$ cat config.mk
export PLATFORM = sky130hd
export DESIGN_NAME = peripheral_irq_enable_bank
export DESIGN_NICKNAME = d
export VERILOG_FILES = /design/src/peripheral_irq_enable_bank.v
export VERILOG_INCLUDE_DIRS = /design/src /design/src/src
export SDC_FILE = /design/constraint.sdc
export NUM_CORES = 1
export LEC_CHECK = 0
export ABC_CLOCK_PERIOD_IN_PS = 2820
export BUFFER_PORTS_ARGS = -buffer_cell sky130_fd_sc_hd__buf_2
export CORE_MARGIN = 2
export CORE_UTILIZATION = 50
export DETAILED_ROUTE_END_ITERATION = 16
export GPL_TIMING_DRIVEN = 0
export PLACE_DENSITY = 0.73
export RECOVER_POWER = 100
export SLEW_MARGIN = 20
export SYNTH_ARGS = -nofsm -noshare
export SYNTH_HDL_FRONTEND = slang
export SYNTH_SLANG_ARGS = --single-unit
$ cat constraint.sdc
create_clock -name I_CLK -period 2.82 [get_ports I_CLK]
set_input_delay 0.564 -clock I_CLK [delete_from_list [all_inputs] [get_ports I_CLK]]
set_output_delay 0.564 -clock I_CLK [all_outputs]
set_load 0.01 [all_outputs]
$ cat src/irq_bank_defines.vh
/*
  Register map, field positions, reset values and response codes for the
  peripheral interrupt enable bank.
  Assumes a 32-bit AXI4-Lite register bus with one aligned word per register.
*/
`ifndef IRQ_BANK_DEFINES_VH
`define IRQ_BANK_DEFINES_VH

// Register byte offsets
`define OFS_CORE_CTRL        8'h00
`define OFS_PERIPH_EN_ONE    8'h04
`define OFS_PIN_CHANGE_MASK  8'h08
`define OFS_IRQ_STATUS       8'h0C
`define OFS_IRQ_MASK         8'h10
`define OFS_TIMER_ZERO       8'h14
`define OFS_PORT_LEVEL       8'h18

// core_irq_control fields
`define CC_GLOBAL_GATE       7
`define CC_PERIPH_GATE       6
`define CC_PORT_CHANGE_EN    3
`define CC_TIMER_ZERO_EN     2
`define CC_TIMER_ZERO_FLAG   1
`define CC_PORT_CHANGE_FLAG  0
`define CC_WRITE_MASK        8'hCC

// peripheral_irq_enable_one: bit 7 unimplemented
`define PE_IMPL_MASK         8'h7F

// Status and mask layout: bits 6..0 peripheral sources
`define ST_TIMER_ZERO        8
`define ST_PORT_CHANGE       9
`define ST_WIDTH             10

// Reset values
`define RST_CORE_CTRL        8'h00
`define RST_PERIPH_EN_ONE    8'h00
`define RST_PIN_CHANGE_MASK  8'h00
`define RST_IRQ_STATUS       10'h000
`define RST_IRQ_MASK         10'h3FF

// Enabled edges before stage three holds a real sample; the pin reference loads it one edge later
`define SYNC_PRIME_COUNT     2'h3

// Timer zero rolls over from this count
`define TIMER_ZERO_TOP       8'hFF

// AXI responses
`define RESP_OKAY            2'h0
`define RESP_DECERR          2'h3

`endif

$ cat src/peripheral_irq_enable_bank.v
/*
  Peripheral interrupt enable bank: core interrupt control, first peripheral
  enable register, pin-change detection on the second I/O port, a free
  timer-zero counter, sticky event status with mask, and an AXI4-Lite slave.
  Assumes peripheral event pulses come from logic on I_CLK, port pins are
  asynchronous, and a single master with one write and one read in flight.
*/
// The address map and register access over AXI4-Lite were decided locally.
`include "irq_bank_defines.vh"
`default_nettype none

// How it works
// - Any stable change on a port pin sets the port-change flag until cleared.
// - Port-change interrupt also needs a changed pin whose per-pin enable is set.
// - Timer-zero rollover sets its flag, which stays until software clears it.
// - Reset leaves the timer-zero count alone; software loads it first.
// - Peripheral sources interrupt only while the peripheral gate bit is set.
// - Enable register bit 7 is unimplemented and reads zero.
// - Enable bit 6 gates the converter interrupt.
// - Enable bit 5 gates the serial receive interrupt.
// - Enable bit 4 gates the serial transmit interrupt.
// - Enable bit 3 gates the synchronous serial interrupt.
// - Enable bit 2 gates the capture/compare one interrupt.
// - Enable bit 1 gates the timer-two period match interrupt.
// - Enable bit 0 gates the timer-one overflow interrupt.
// - Peripheral flags set on their event whatever the enables hold.

module peripheral_irq_enable_bank #(
  parameter PORT_WIDTH = 8,
  parameter SRC_COUNT  = 7
) (
  input  wire                  I_CLK,
  input  wire                  I_RST_N,
  input  wire                  I_CE,
  input  wire [PORT_WIDTH-1:0] I_PORT_PIN,
  input  wire [SRC_COUNT-1:0]  I_PERIPH_EVT,
  input  wire                  I_TIMER_ZERO_TICK,
  input  wire [7:0]            I_AWADDR,
  input  wire                  I_AWVALID,
  output reg                   O_AWREADY,
  input  wire [31:0]           I_WDATA,
  input  wire [3:0]            I_WSTRB,
  input  wire                  I_WVALID,
  output reg                   O_WREADY,
  output reg  [1:0]            O_BRESP,
  output reg                   O_BVALID,
  input  wire                  I_BREADY,
  input  wire [7:0]            I_ARADDR,
  input  wire                  I_ARVALID,
  output reg                   O_ARREADY,
  output reg  [31:0]           O_RDATA,
  output reg  [1:0]            O_RRESP,
  output reg                   O_RVALID,
  input  wire                  I_RREADY,
  output reg                   O_IRQ,
  output reg                   O_PERIPH_REQ
);

  // Software registers
  reg  [7:0]            core_ctrl_r;
  reg  [6:0]            periph_en_r;
  reg  [PORT_WIDTH-1:0] pin_mask_r;
  reg  [`ST_WIDTH-1:0]  status_r;
  reg  [`ST_WIDTH-1:0]  status_nxt;
  reg  [`ST_WIDTH-1:0]  irq_mask_r;
  reg  [7:0]            timer_zero_r;

  // Port sampling
  reg  [PORT_WIDTH-1:0] pin_s1_r;
  reg  [PORT_WIDTH-1:0] pin_s2_r;
  reg  [PORT_WIDTH-1:0] pin_s3_r;
  reg  [PORT_WIDTH-1:0] pin_last_r;
  reg  [PORT_WIDTH-1:0] pin_changed_r;
  reg                   primed_r;
  reg  [1:0]            prime_cnt_r;
  wire [PORT_WIDTH-1:0] pin_edge;

  // Bus capture
  reg  [7:0]            aw_addr_r;
  reg                   aw_held_r;
  reg  [31:0]           w_data_r;
  reg  [3:0]            w_strb_r;
  reg                   w_held_r;

  wire                  aw_fire;
  wire                  w_fire;
  wire                  ar_fire;
  wire                  do_write;
  wire [7:0]            wr_lane0;
  wire [7:0]            wr_lane1;
  wire                  lane0_on;
  wire                  lane1_on;
  wire                  wr_core;
  wire                  wr_pe;
  wire                  wr_pinm;
  wire                  wr_stat;
  wire                  wr_mask;
  wire                  wr_tmr;
  wire                  wr_hit;

  wire                  t0_roll;
  wire                  port_evt;
  wire                  global_on;
  wire                  periph_hit;
  wire                  port_hit;
  wire                  t0_hit;
  wire [SRC_COUNT-1:0]  periph_live;
  wire [`ST_WIDTH-1:0]  qual;

  reg  [31:0]           rd_word;
  reg                   rd_hit;

  assign aw_fire  = I_AWVALID & O_AWREADY;
  assign w_fire   = I_WVALID & O_WREADY;
  assign ar_fire  = I_ARVALID & O_ARREADY;
  assign do_write = aw_held_r & w_held_r & ~O_BVALID;

  assign wr_lane0 = w_data_r[7:0];
  assign wr_lane1 = w_data_r[15:8];
  assign lane0_on = w_strb_r[0];
  assign lane1_on = w_strb_r[1];

  assign wr_core = do_write & (aw_addr_r == `OFS_CORE_CTRL);
  assign wr_pe   = do_write & (aw_addr_r == `OFS_PERIPH_EN_ONE);
  assign wr_pinm = do_write & (aw_addr_r == `OFS_PIN_CHANGE_MASK);
  assign wr_stat = do_write & (aw_addr_r == `OFS_IRQ_STATUS);
  assign wr_mask = do_write & (aw_addr_r == `OFS_IRQ_MASK);
  assign wr_tmr  = do_write & (aw_addr_r == `OFS_TIMER_ZERO);
  assign wr_hit  = wr_core | wr_pe | wr_pinm | wr_stat | wr_mask | wr_tmr |
                   (aw_addr_r == `OFS_PORT_LEVEL);

  // Three-stage pin synchroniser; only stages two and three are compared
  always @(posedge I_CLK or negedge I_RST_N) begin
    if (!I_RST_N) begin
      pin_s1_r <= {PORT_WIDTH{1'b0}};
      pin_s2_r <= {PORT_WIDTH{1'b0}};
      pin_s3_r <= {PORT_WIDTH{1'b0}};
      primed_r <= 1'b0;
      prime_cnt_r <= 2'h0;
    end else if (I_CE) begin
      pin_s1_r <= I_PORT_PIN;
      pin_s2_r <= pin_s1_r;
      pin_s3_r <= pin_s2_r;
      // Stage three holds reset zeros at first; a pin idling high must not count
      if (prime_cnt_r != `SYNC_PRIME_COUNT) begin
        prime_cnt_r <= prime_cnt_r + 2'h1;
      end
      primed_r <= (prime_cnt_r == `SYNC_PRIME_COUNT);
    end
  end

  // Per-pin change detection; the first four samples after reset only load the reference
  genvar gi;
  generate
    for (gi = 0; gi < PORT_WIDTH; gi = gi + 1) begin : g_pin
      assign pin_edge[gi] = primed_r & (pin_s2_r[gi] == pin_s3_r[gi]) &
                            (pin_s3_r[gi] != pin_last_r[gi]);

      always @(posedge I_CLK or negedge I_RST_N) begin
        if (!I_RST_N) begin
          pin_last_r[gi]    <= 1'b0;
          pin_changed_r[gi] <= 1'b0;
        end else if (I_CE) begin
          if (!primed_r || (pin_s2_r[gi] == pin_s3_r[gi])) begin
            pin_last_r[gi] <= pin_s3_r[gi];
          end
          // Set beats the clear that comes with the flag's write-one
          if (pin_edge[gi]) begin
            pin_changed_r[gi] <= 1'b1;
          end else if (wr_stat && lane1_on &&
                       wr_lane1[`ST_PORT_CHANGE-8]) begin
            pin_changed_r[gi] <= 1'b0;
          end
        end
      end
    end
  endgenerate

  assign port_evt = |pin_edge;

  // Timer-zero counter has no reset so that its count survives it
  assign t0_roll = I_TIMER_ZERO_TICK & (timer_zero_r == `TIMER_ZERO_TOP);

  always @(posedge I_CLK) begin
    if (I_CE) begin
      if (wr_tmr && lane0_on) begin
        timer_zero_r <= wr_lane0;
      end else if (I_TIMER_ZERO_TICK) begin
        timer_zero_r <= timer_zero_r + 8'h01;
      end
    end
  end

  // Sticky status: hardware set wins over write-one-to-clear
  always @* begin
    status_nxt = status_r;
    if (wr_stat && lane0_on) begin
      status_nxt[7:0] = status_nxt[7:0] & ~wr_lane0;
    end
    if (wr_stat && lane1_on) begin
      status_nxt[`ST_WIDTH-1:8] = status_nxt[`ST_WIDTH-1:8] &
                                  ~wr_lane1[`ST_WIDTH-9:0];
    end
    status_nxt[SRC_COUNT-1:0] = status_nxt[SRC_COUNT-1:0] | I_PERIPH_EVT;
    if (t0_roll) begin
      status_nxt[`ST_TIMER_ZERO] = 1'b1;
    end
    if (port_evt) begin
      status_nxt[`ST_PORT_CHANGE] = 1'b1;
    end
  end

  // Configuration registers
  always @(posedge I_CLK or negedge I_RST_N) begin
    if (!I_RST_N) begin
      core_ctrl_r <= `RST_CORE_CTRL;
      periph_en_r <= 7'h00;
      pin_mask_r  <= {PORT_WIDTH{1'b0}};
      status_r    <= `RST_IRQ_STATUS;
      irq_mask_r  <= `RST_IRQ_MASK;
    end else if (I_CE) begin
      status_r <= status_nxt;
      if (wr_core && lane0_on) begin
        core_ctrl_r <= wr_lane0 & `CC_WRITE_MASK;
      end
      if (wr_pe && lane0_on) begin
        periph_en_r <= wr_lane0[6:0];
      end
      if (wr_pinm && lane0_on) begin
        pin_mask_r <= wr_lane0[PORT_WIDTH-1:0];
      end
      if (wr_mask && lane0_on) begin
        irq_mask_r[7:0] <= wr_lane0;
      end
      if (wr_mask && lane1_on) begin
        irq_mask_r[`ST_WIDTH-1:8] <= wr_lane1[`ST_WIDTH-9:0];
      end
    end
  end

  // Interrupt qualification
  assign global_on   = core_ctrl_r[`CC_GLOBAL_GATE];
  // One enable per source: bit 6 converter, 5 rx, 4 tx, 3 sync serial,
  // 2 capcomp one, 1 timer-two match, 0 timer-one overflow
  assign periph_live = status_r[SRC_COUNT-1:0] & periph_en_r;
  assign periph_hit  = global_on & core_ctrl_r[`CC_PERIPH_GATE] & (|periph_live);
  // A change on a pin whose enable is clear still flags, and interrupts only once that enable is set
  assign port_hit    = global_on & core_ctrl_r[`CC_PORT_CHANGE_EN] &
                       status_r[`ST_PORT_CHANGE] & (|(pin_changed_r & pin_mask_r));
  assign t0_hit      = global_on & core_ctrl_r[`CC_TIMER_ZERO_EN] &
                       status_r[`ST_TIMER_ZERO];

  assign qual = {port_hit, t0_hit, 1'b0,
                 {SRC_COUNT{global_on & core_ctrl_r[`CC_PERIPH_GATE]}} & periph_live};

  always @(posedge I_CLK or negedge I_RST_N) begin
    if (!I_RST_N) begin
      O_IRQ        <= 1'b0;
      O_PERIPH_REQ <= 1'b0;
    end else if (I_CE) begin
      O_IRQ        <= |(qual & irq_mask_r);
      O_PERIPH_REQ <= periph_hit;
    end
  end

  // Read mux
  always @* begin
    rd_word = 32'h0000_0000;
    rd_hit  = 1'b1;
    case ({I_ARADDR[7:2], 2'b00})
      `OFS_CORE_CTRL: begin
        rd_word[7:0] = core_ctrl_r;
        rd_word[`CC_TIMER_ZERO_FLAG]  = status_r[`ST_TIMER_ZERO];
        rd_word[`CC_PORT_CHANGE_FLAG] = status_r[`ST_PORT_CHANGE];
      end
      `OFS_PERIPH_EN_ONE: begin
        rd_word[7:0] = {1'b0, periph_en_r} & `PE_IMPL_MASK;
      end
      `OFS_PIN_CHANGE_MASK: begin
        rd_word[PORT_WIDTH-1:0] = pin_mask_r;
      end
      `OFS_IRQ_STATUS: begin
        rd_word[`ST_WIDTH-1:0] = status_r;
      end
      `OFS_IRQ_MASK: begin
        rd_word[`ST_WIDTH-1:0] = irq_mask_r;
      end
      `OFS_TIMER_ZERO: begin
        rd_word[7:0] = timer_zero_r;
      end
      `OFS_PORT_LEVEL: begin
        rd_word[PORT_WIDTH-1:0] = pin_last_r;
      end
      default: begin
        rd_hit = 1'b0;
      end
    endcase
  end

  // Write channels are captured independently and answered once both are held
  always @(posedge I_CLK or negedge I_RST_N) begin
    if (!I_RST_N) begin
      O_AWREADY <= 1'b0;
      O_WREADY  <= 1'b0;
      O_BVALID  <= 1'b0;
      O_BRESP   <= `RESP_OKAY;
      aw_held_r <= 1'b0;
      w_held_r  <= 1'b0;
      aw_addr_r <= 8'h00;
      w_data_r  <= 32'h0000_0000;
      w_strb_r  <= 4'h0;
    end else if (I_CE) begin
      if (aw_fire) begin
        aw_addr_r <= {I_AWADDR[7:2], 2'b00};
        aw_held_r <= 1'b1;
        O_AWREADY <= 1'b0;
      end else if (!aw_held_r && !O_BVALID) begin
        O_AWREADY <= 1'b1;
      end
      if (w_fire) begin
        w_data_r <= I_WDATA;
        w_strb_r <= I_WSTRB;
        w_held_r <= 1'b1;
        O_WREADY <= 1'b0;
      end else if (!w_held_r && !O_BVALID) begin
        O_WREADY <= 1'b1;
      end
      if (do_write) begin
        O_BVALID  <= 1'b1;
        O_BRESP   <= wr_hit ? `RESP_OKAY : `RESP_DECERR;
        aw_held_r <= 1'b0;
        w_held_r  <= 1'b0;
      end else if (O_BVALID && I_BREADY) begin
        O_BVALID <= 1'b0;
      end
    end
  end

  // Read channel: one outstanding read, data captured at the address handshake
  always @(posedge I_CLK or negedge I_RST_N) begin
    if (!I_RST_N) begin
      O_ARREADY <= 1'b0;
      O_RVALID  <= 1'b0;
      O_RDATA   <= 32'h0000_0000;
      O_RRESP   <= `RESP_OKAY;
    end else if (I_CE) begin
      if (ar_fire) begin
        O_ARREADY <= 1'b0;
        O_RVALID  <= 1'b1;
        O_RDATA   <= rd_word;
        O_RRESP   <= rd_hit ? `RESP_OKAY : `RESP_DECERR;
      end else if (O_RVALID && I_RREADY) begin
        O_RVALID <= 1'b0;
      end else if (!O_RVALID) begin
        O_ARREADY <= 1'b1;
      end
    end
  end

endmodule

`default_nettype wire

# --- Word-level counts from Yosys, hierarchy flattened ---
# Index checks and enable logic that the tools add are counted.
totals:
  regBits: 131
  output_inout_bits: 43
  inputBits: 76
classes:
  mux: 35
  n_eq_ne: 33
  reduce_logical: 86
  add_sub_neg: 2
  n_bitwise: 51
ops:
  columns: ["operator", "n"]
  rows:
  - ["$reduce_and A2 Y1", 36]
  - ["$pmux W8 S7", 1]
  - ["$eq A6 B3 Y1 const B", 6]
  - ["$and A1 B1 Y1", 35]
  - ["$reduce_bool A2 Y1", 17]
  - ["$mux W1", 27]
  - ["$eq A6 B2 Y1 const B", 4]
  - ["$and A8 B8 Y8", 2]
  - ["$mux W8", 2]
  - ["$reduce_or A8 Y1", 2]
  - ["$and A7 B7 Y7", 2]
  - ["$reduce_or A7 Y1", 2]
  - ["$logic_and A1 B1 Y1", 13]
  - ["$eq A6 B1 Y1 const B", 2]
  - ["$and A10 B10 Y10", 1]
  - ["$reduce_or A10 Y1", 1]
  - ["$add A8 B1 Y8 const B", 1]
  - ["$eq A1 B1 Y1", 8]
  - ["$eq A8 B8 Y1 const B", 1]
  - ["$logic_not A8 Y1", 1]
  - ["$logic_or A1 B1 Y1", 8]
  - ["$ne A1 B1 Y1", 8]
  - ["$not A8 Y8", 1]
  - ["$mux W7", 1]
  - ["14 further kinds", 25]

# --- Logic depth before layout (Yosys ltp) ---
# Gate-level depths: netlist (run 1).
logic_depth:
  depth_word: 10
  depth_mapped: 6
  mapped_depth_nobuf: 5

# --- Worst setup path after synthesis (run 1) ---
# No wires, ideal clock.
synth_timing:
  path_kind: "input to register"
  startpoint: "input I_CE"
  endpoint: "register timer_zero_r[0] (enable)"
  n_path_buf: 3
  t_required_ns: 2.435
  arrival_time_ns: 2.149
  stages: 4
  path_slack_ns: 0.286
  path_cell_list: "clkbuf_1 -> buf_1 -> clkbuf_1 -> a21boi_0"
synth_via:
  elab_chain_len: 1
synth_lines:
  columns: ["element", "line_no", "text"]
  rows:
  - ["start, declared", "peripheral_irq_enable_bank.v:34", "input wire I_CE,"]
  - ["$reduce_and A2 Y1 (no source line)", null, null]
  - ["end signal, assigned", "peripheral_irq_enable_bank.v:187", "timer_zero_r <= wr_lane0;"]
  - ["end signal, assigned", "peripheral_irq_enable_bank.v:189", "timer_zero_r <= timer_zero_r + 8'h01;"]
  - ["end, declared", "peripheral_irq_enable_bank.v:66", "reg [7:0] timer_zero_r;"]
# No other way between the ends.
# A chain may end at the register's enable or synchronous reset.

# --- Final worst setup path (run 1) ---
layout_timing:
  startpoint: "input I_CE"
  endpoint: "register timer_zero_r[5] (enable)"
# Same word-level chain as after synthesis.

==> qor.csv, run 1 <==
stage,metric,value,unit
route,drt_pre_antenna_iters,5,
synth,yosysSeqAreaShare,52.7,%
synth,ys_warn_count,0,
route,antenna_left,0,
floorplanning,core-area,12100,sq um
route,via_count,4693,
synth,synth_top_area_cell,dfrtp_1,
floorplanning,rows,40,
synth,synth_cell_types,55,
place,gp_congestion,0.954,
worst_setup_path,crit_buf_inv,4,
clock_tree,clock_latency,0.42,ns
route,drc,0,
global_routing,grt.total_usage,24.2,%
floorplanning,die_width,116,um
worst_setup_path,arrival,2.56,ns
place,placed_cells,795,
finish,n_antenna_cell,0,
clock_tree,cts_tree,done,
synth,yosys-top-cells-count,"dfrtp_1, mux2_2, nand2_1",
place,io_buffers,68,
power,ir_drop,0.520,mV
power,p_switching,1900,uW
sta,relSlewSlack,-59.6,%
worst_setup_path,endpoint_kind,flop,
synth,synth.top_cell.area_share,44.6,%
worst_setup_path,path_cells,buf_2 -> clkbuf_1 -> clkbuf_1 -> clkbuf_2 -> a21boi_2,
floorplanning,io-pin-count,119,
power,power.internal,4240,uW
job,drv_cap,1,
synth,ys_seq_elements,129,
clock_tree,clk_pin_slew,0.05,ns
route,post_drt_wl_per_cell,18.3,um
worst_setup_path,worstPathRequired,2.88,ns
clock_tree,cts_made_buffers,17,
synth,mappedNetlistArea,6230,sq um
synth,async_flop_share,93.8,%
power,p_comb_share,19.6,%
global_routing,grt_pass1_wl,24.3,mm
synth,syn_avg_cell_area,11.6,sq um
hold_path,hold_path.class,input port to flop,
power,p_seq_share,47.4,%
clock_tree,cts_root_buf,clkbuf_16,
sta,finalCriticalPeriod,2.49,ns
sta,setup_viol,0,
run_status,status,"finished, violations left",
sta,fin_crit_sh,88.5,%
power,p_per_area,835,nW/um^2
sta,drv_slew,42,
synth,synthCells,537,
worst_setup_path,critPathMaxFanout,10,
worst_setup_path,critPathMaxStageDelay,0.50,ns
synth,ys_top_cells_by_area,"dfrtp_1, mux2_2, dfstp_2",
global_routing,grt_pass1_vias,4639,
global_routing,gr-total-overflow,0,
floorplanning,initial_core_util,51.6,%
sta,finalClockSkew,0.00708,ns
floorplanning,dieArea,13400,sq um
clock_tree,clock-sinks,129,
sta,rsz0062_at_grt,false,
worst_setup_path,slowest_stage,clkbuf_1,
finish,area_growth,18.2,%
power,power_frac_clock,33.0,%
worst_setup_path,path_class,input port to flop,
synth,synth_edf_count,8,
sta,hold_violations,0,
power,switching_share,31.0,%
sta,fmax,401,MHz
floorplanning,die-height,116,um
run_status,violations,"capacitance limit, slew limit",
sta,tightest_slew,2.39,ns
power,total_power,6150,uW
clock_tree,clk_path_buf_depth,2,
worst_setup_path,crit_family,buffers and inverters,
route,drt_iter0_drc,341,
finish,layout-drive-gt1-share,28.4,%
power,power.leakage,0.00323,uW
finish,layoutNonFillerInstCount,826,
clock_tree,cts_htree_levels,4,
worst_setup_path,crit_top_cell,clkbuf_1,
finish,nets,724,
global_routing,antenna_found_initial,0,
route,totalWireLength,15.1,mm
clock_tree,postCtsSetupRepairBufs,0,
global_routing,grt_max_degree,81,
worst_setup_path,critPathLaunchType,input port,
place,dp_hpwl,10.8,mm
synth,ys.flop_type,dfrtp_1,
synth,synth.most_common_cell,dfrtp_1,
route,via_per_inst,5.68,
==> path summary, 6_finish.rpt <==
kind	slack (ns)	to	cells after the start	from
worst max-delay path	0.33	timer_zero_r[5]	5	I_CE
worst min-delay path	0.37	status_r[5]	2	I_PERIPH_EVT[5]
worst max register to register	0.37	periph_en_r[3]	4	aw_addr_r[5]
worst min register to register	0.48	O_RDATA[4]	1	O_RDATA[4]
max in group asynchronous	0.58	O_AWREADY	1	I_RST_N
min in group asynchronous	0.87	w_data_r[4]	1	I_RST_N
==> worst reg2reg max path: stages, from the launching register on <==
cell	delay (ns)
dfrtp_1	0.38
or3_1	0.40
or3_1	0.40
nor3_1	0.73
mux2_2	0.43
==> per-stage QoR <==
stage               cell area, sq um  hold WS, ns  setup slack (ns)  TNS (ns)  utilization, %
detailed placement              6890        0.466            -0.943     -7.55            57.1
CTS                             7440       0.0592            0.0235         0            61.7
finish                          7360        0.372             0.326         0            61.0
global placement                6860        0.456            -0.841    -33.21            56.8
floorplan                       6300        0.268             0.286         0               -
global route                    7360        0.363             0.127         0            61.0
==> cell families after synthesis <==
logic type	share of synthesized area, %
flip-flops	52.7
adder cells (fa/ha/maj)	0.402
other	0.0602
buffers and inverters	4.66
XOR/XNOR	0.985
AND/OR/NAND/NOR	13.6
multiplexers	16.8
AO/OA/AOI/OAI	10.8
==> power by group through the flow <==
stage	Combinational (uW)	Sequential, uW	Clock (uW)
6_report	1210	2920	2030
3_5_place_dp	1240	2930	0
3_3_place_gp	1180	2890	0
5_1_grt	1340	2980	2150
4_1_cts	1250	2900	2060
2_1_floorplan	914	2710	0
==> metal layers <==
metal	up-vias	part of all wire, %	GRT usage (%)
met1	2287	44	33.5
met3	39	7.8	6.85
li1	2140	-	-
met2	227	45	36.5
met4	0	2.7	9.40
met5	-	0	0
==> state kept, by name, indices dropped and copies added, names as in the netlist, 6 cells and up <==
signal         cells
pin_last_r         8
O_RDATA           10
pin_mask_r         8
irq_mask_r        10
pin_s2_r           8
timer_zero_r       8
pin_s1_r           8
pin_changed_r      8
periph_en_r        7
pin_s3_r           8
aw_addr_r          6
status_r          10
w_data_r          10
==> layout by cell type (no fill, tap or decap), drive strengths merged, types with 2 or more instances in the layout <==
master,instances
o21ai,17
nand4bb,6
dfrtp,111
nand4b,7
clkinv,6
nor4,2
mux4,2
or3,3
o21a,3
nor2,31
a22o,17
clkbuf,65
nor3,12
or4bb,3
nand3,21
dfstp,10
buf,70
nand2b,19
nor2b,4
mux2,79
edfxtp,8
clkinvlp,2
a22oi,13
xor2,3
a221oi,4
a21oi,28
a31oi,2
nand2,40
o211ai,2
a21boi,5
xnor2,4
nand4,6
inv,7
conb,22
mux2i,8
ha,2
or4,2
==> final cells by class <==
type	instances	area, sq um
Timing Repair Buffer	69	340
Sequential cell	129	3280
Clock inverter	9	83.8
Inverter	7	26.3
Buffer	44	256
Multi-Input combinational cell	378	2700
Clock buffer	22	464
Tap cell	168	210
Fill cell	1001	4700
==> what timing repair did <==
action                                  in CTS  in global routing
hold buffers                                 0                  0
resized for setup                            2                  2
pin swaps                                    0                  0
endpoints found under the setup margin       8                  8
Power figures use the tool's default switching activity.
==> inputs of run 2 (changes only) <==
--- a/config.mk
+++ b/config.mk
@@ -13,4 +13,5 @@
 export DETAILED_ROUTE_END_ITERATION = 16
 export GPL_TIMING_DRIVEN = 0
+export MAX_ROUTING_LAYER = met4
 export PLACE_DENSITY = 0.73
 export RECOVER_POWER = 100
==> constraint.sdc (replaced) <==
create_clock -name I_CLK -period 2.82 [get_ports I_CLK]
set_input_delay 0.141 -clock I_CLK [delete_from_list [all_inputs] [get_ports I_CLK]]
set_output_delay 0.141 -clock I_CLK [all_outputs]
set_load 0.01 [all_outputs]
==> run 2 against run 1 <==
  * The run still ends with capacitance limit, slew limit left
  * Critical endpoint is now timer_zero_r[1]
  * Largest cell class unchanged
  * Clock power down 4%
  * Clock-buffer cell count did not move
  * Power shrank 0.66%
  * Worst setup slack worse by 0.087 ns
  * Sequential power barely moved
  * Clock skew rose by 0.0037 ns
==> qor.csv, run 2 (synthesis results as in run 1) <==
stage,metric,value,unit,change
run_status,status,"finished, violations left",,
run_status,violations,"capacitance limit, slew limit",,
sta,finalClockSkew,0.0108,ns,+0.00374 ns
finish,area_growth,23.8,%,
finish,nets,761,,+5.1%
route,post_drt_wl_per_cell,18.0,um,-1.4%
route,totalWireLength,15.6,mm,+3.2%
clock_tree,cts_htree_levels,4,,unchanged
power,power_frac_clock,31.9,%,-1.1 points
floorplanning,initial_core_util,51.6,%,unchanged
sta,setup_viol,0,,unchanged
worst_setup_path,path_cells,buf_2 -> clkbuf_1 -> clkbuf_1 -> clkbuf_1 -> a21boi_1,,
finish,layout-drive-gt1-share,27.0,%,-1.4 points
global_routing,grt_pass1_vias,4771,,+2.8%
global_routing,grt_pass1_wl,25.0,mm,+3.0%
floorplanning,die_width,116,um,unchanged
sta,rsz0062_at_grt,false,,
worst_setup_path,path_class,input port to flop,,
floorplanning,io-pin-count,119,,unchanged
power,power.leakage,0.00338,uW,+4.5%
sta,finalCriticalPeriod,2.58,ns,+0.0872 ns
power,p_comb_share,20.5,%,+0.9 points
route,via_per_inst,5.52,,-2.9%
hold_path,hold_path.class,input port to flop,,
place,placed_cells,795,,unchanged
floorplanning,die-height,116,um,unchanged
worst_setup_path,arrival,2.64,ns,+0.08 ns
worst_setup_path,crit_family,buffers and inverters,,
worst_setup_path,worstPathRequired,2.87,ns,about the same
floorplanning,rows,40,,unchanged
place,io_buffers,68,,unchanged
worst_setup_path,crit_buf_inv,4,,unchanged
worst_setup_path,cp_num_cells,5,,unchanged
finish,mostFrequentLayoutCells,"dfrtp_1, mux2_2, buf_2, clkbuf_1, nand2_1",,
clock_tree,postCtsSetupRepairBufs,0,,unchanged
power,p_switching,1920,uW,+0.92%
clock_tree,cts_made_buffers,17,,unchanged
clock_tree,cts_tree,done,,
worst_setup_path,critPathMaxStageDelay,0.74,ns,+0.24 ns
clock_tree,clock_latency,0.43,ns,about the same
place,gp_congestion,0.962,,+0.79%
sta,drv_slew,64,,+52%
route,drt_iter0_drc,302,,-11%
job,drv_cap,1,,unchanged
global_routing,gr-total-overflow,0,,unchanged
finish,n_antenna_cell,0,,unchanged
clock_tree,clk_path_buf_depth,2,,unchanged
place,dp_hpwl,10.8,mm,-0.19%
clock_tree,clock-sinks,129,,unchanged
floorplanning,core-area,12100,sq um,unchanged
clock_tree,cts_root_buf,clkbuf_16,,
place,place_area,6890,sq um,unchanged
finish,layoutNonFillerInstCount,864,,+4.6%
sta,hold_ws,0.0756,ns,-0.296 ns
global_routing,antenna_found_initial,0,,unchanged
global_routing,grt.total_usage,25.8,%,+1.6 points
power,ir_drop,0.551,mV,+6.0%
power,switching_share,31.5,%,+0.49 points
sta,hold_violations,0,,unchanged
worst_setup_path,critPathLaunchType,input port,,
worst_setup_path,critPathMaxFanout,10,,unchanged
route,drc,0,,unchanged
sta,fin_crit_sh,91.5,%,+3.1 points
floorplanning,dieArea,13400,sq um,unchanged
route,antenna_left,0,,unchanged
worst_setup_path,reg2reg_depth,4,,unchanged
sta,relSlewSlack,-9.85,%,+50 points
finish,fin_util,63.9,%,+2.9 points
sta,tightest_slew,1.65,ns,-0.747 ns
finish,final_common_cell,dfrtp_1,,
clock_tree,clk_pin_slew,0.06,ns,about the same
power,p_per_area,792,nW/um^2,-5.2%
route,via_count,4767,,+1.6%
global_routing,grt_max_degree,65,,-20%
worst_setup_path,endpoint_kind,flop,,
power,power.internal,4190,uW,-1.4%
finish,final_cell_area,7710,sq um,+4.7%
power,p_seq_share,47.7,%,+0.3 points
sta,setup_tns,0,ns,unchanged
hold_path,worstHoldPathCells,3,,+1
worst_setup_path,slowest_stage,a21boi_1,,
worst_setup_path,crit_top_cell,clkbuf_1,,
sta,fmax,387,MHz,-3.4%
route,drt_pre_antenna_iters,5,,unchanged
==> run 2: cell types whose count changed in the layout (fill, tap and decap cells not counted) <==
cell           before  now
a21boi_1            0    1
a21boi_2            1    0
buf_1               0    1
buf_2              46   48
bufinv_16           1    0
clkbuf_1           44   41
clkinv_2            3    5
clkinv_4            2    1
clkinvlp_4          2    4
dlygate4sd3_1       0   37
inv_4               1    0
mux2_1              7    8
mux2_2             71   70
==> run 2: final timing paths <==
kind | startpoint | endpoint | slack [ns]
max | I_CE | timer_zero_r[1] | 0.24
min in group asynchronous | I_RST_N | w_data_r[4] | 0.68
max reg2reg | aw_addr_r[5] | periph_en_r[0] | 0.29
max in group asynchronous | I_RST_N | irq_mask_r[9] | 1.09
min | I_ARADDR[6] | O_RDATA[6] | 0.08
min reg2reg | prime_cnt_r[0] | prime_cnt_r[0] | 0.48
==> run 2: area by class of cell <==
class | count | area [sq um]
tap | 168 | 210
timing repair buffer | 106 | 713
inverter | 7 | 26.3
multi-input combinational | 378 | 2700
sequential | 129 | 3280
fill | 933 | 4350
clock buffer | 22 | 464
clock inverter | 10 | 63.8
buffer | 44 | 256
==> run 2: metrics by stage <==
step	worst slack [ns]	power, uW
3_3_place_gp	-0.414	4080
4_1_cts	0.217	6170
3_5_place_dp	-0.532	4160
6_report	0.238	6110
2_1_floorplan	0.709	3630
5_1_grt	0.0856	6430
==> run 2: layer usage <==
metal	wire, um	part of all wire (%)	up-vias	track usage, %
li1	-	-	2218	-
met1	6990	45	2345	34.6
met2	7250	47	185	38.2
met3	1060	6.8	19	6.17
met4	288	1.8	0	10.4
met5	0	0	-	-
==> run 2: tightest hold or removal path, cell delays in order <==
cell     delay [ns]
buf_2          0.08
o41ai_1        0.06
a22o_1         0.17
==> run 2: timing repair <==
item | CTS | global route
gates resized for setup | 1 | 0
endpoints found under the hold margin | 95 | 0
setup endpoints to repair | 8 | 0
hold buffers | 37 | 0
==> run 2: power by group through the flow <==
stage | combinational [uW] | clock, uW | sequential [uW]
floorplan | 914 | 0 | 2710
global placement | 1180 | 0 | 2900
detailed placement | 1240 | 0 | 2920
CTS | 1290 | 1980 | 2900
global route | 1380 | 2070 | 2970
finish | 1250 | 1950 | 2910
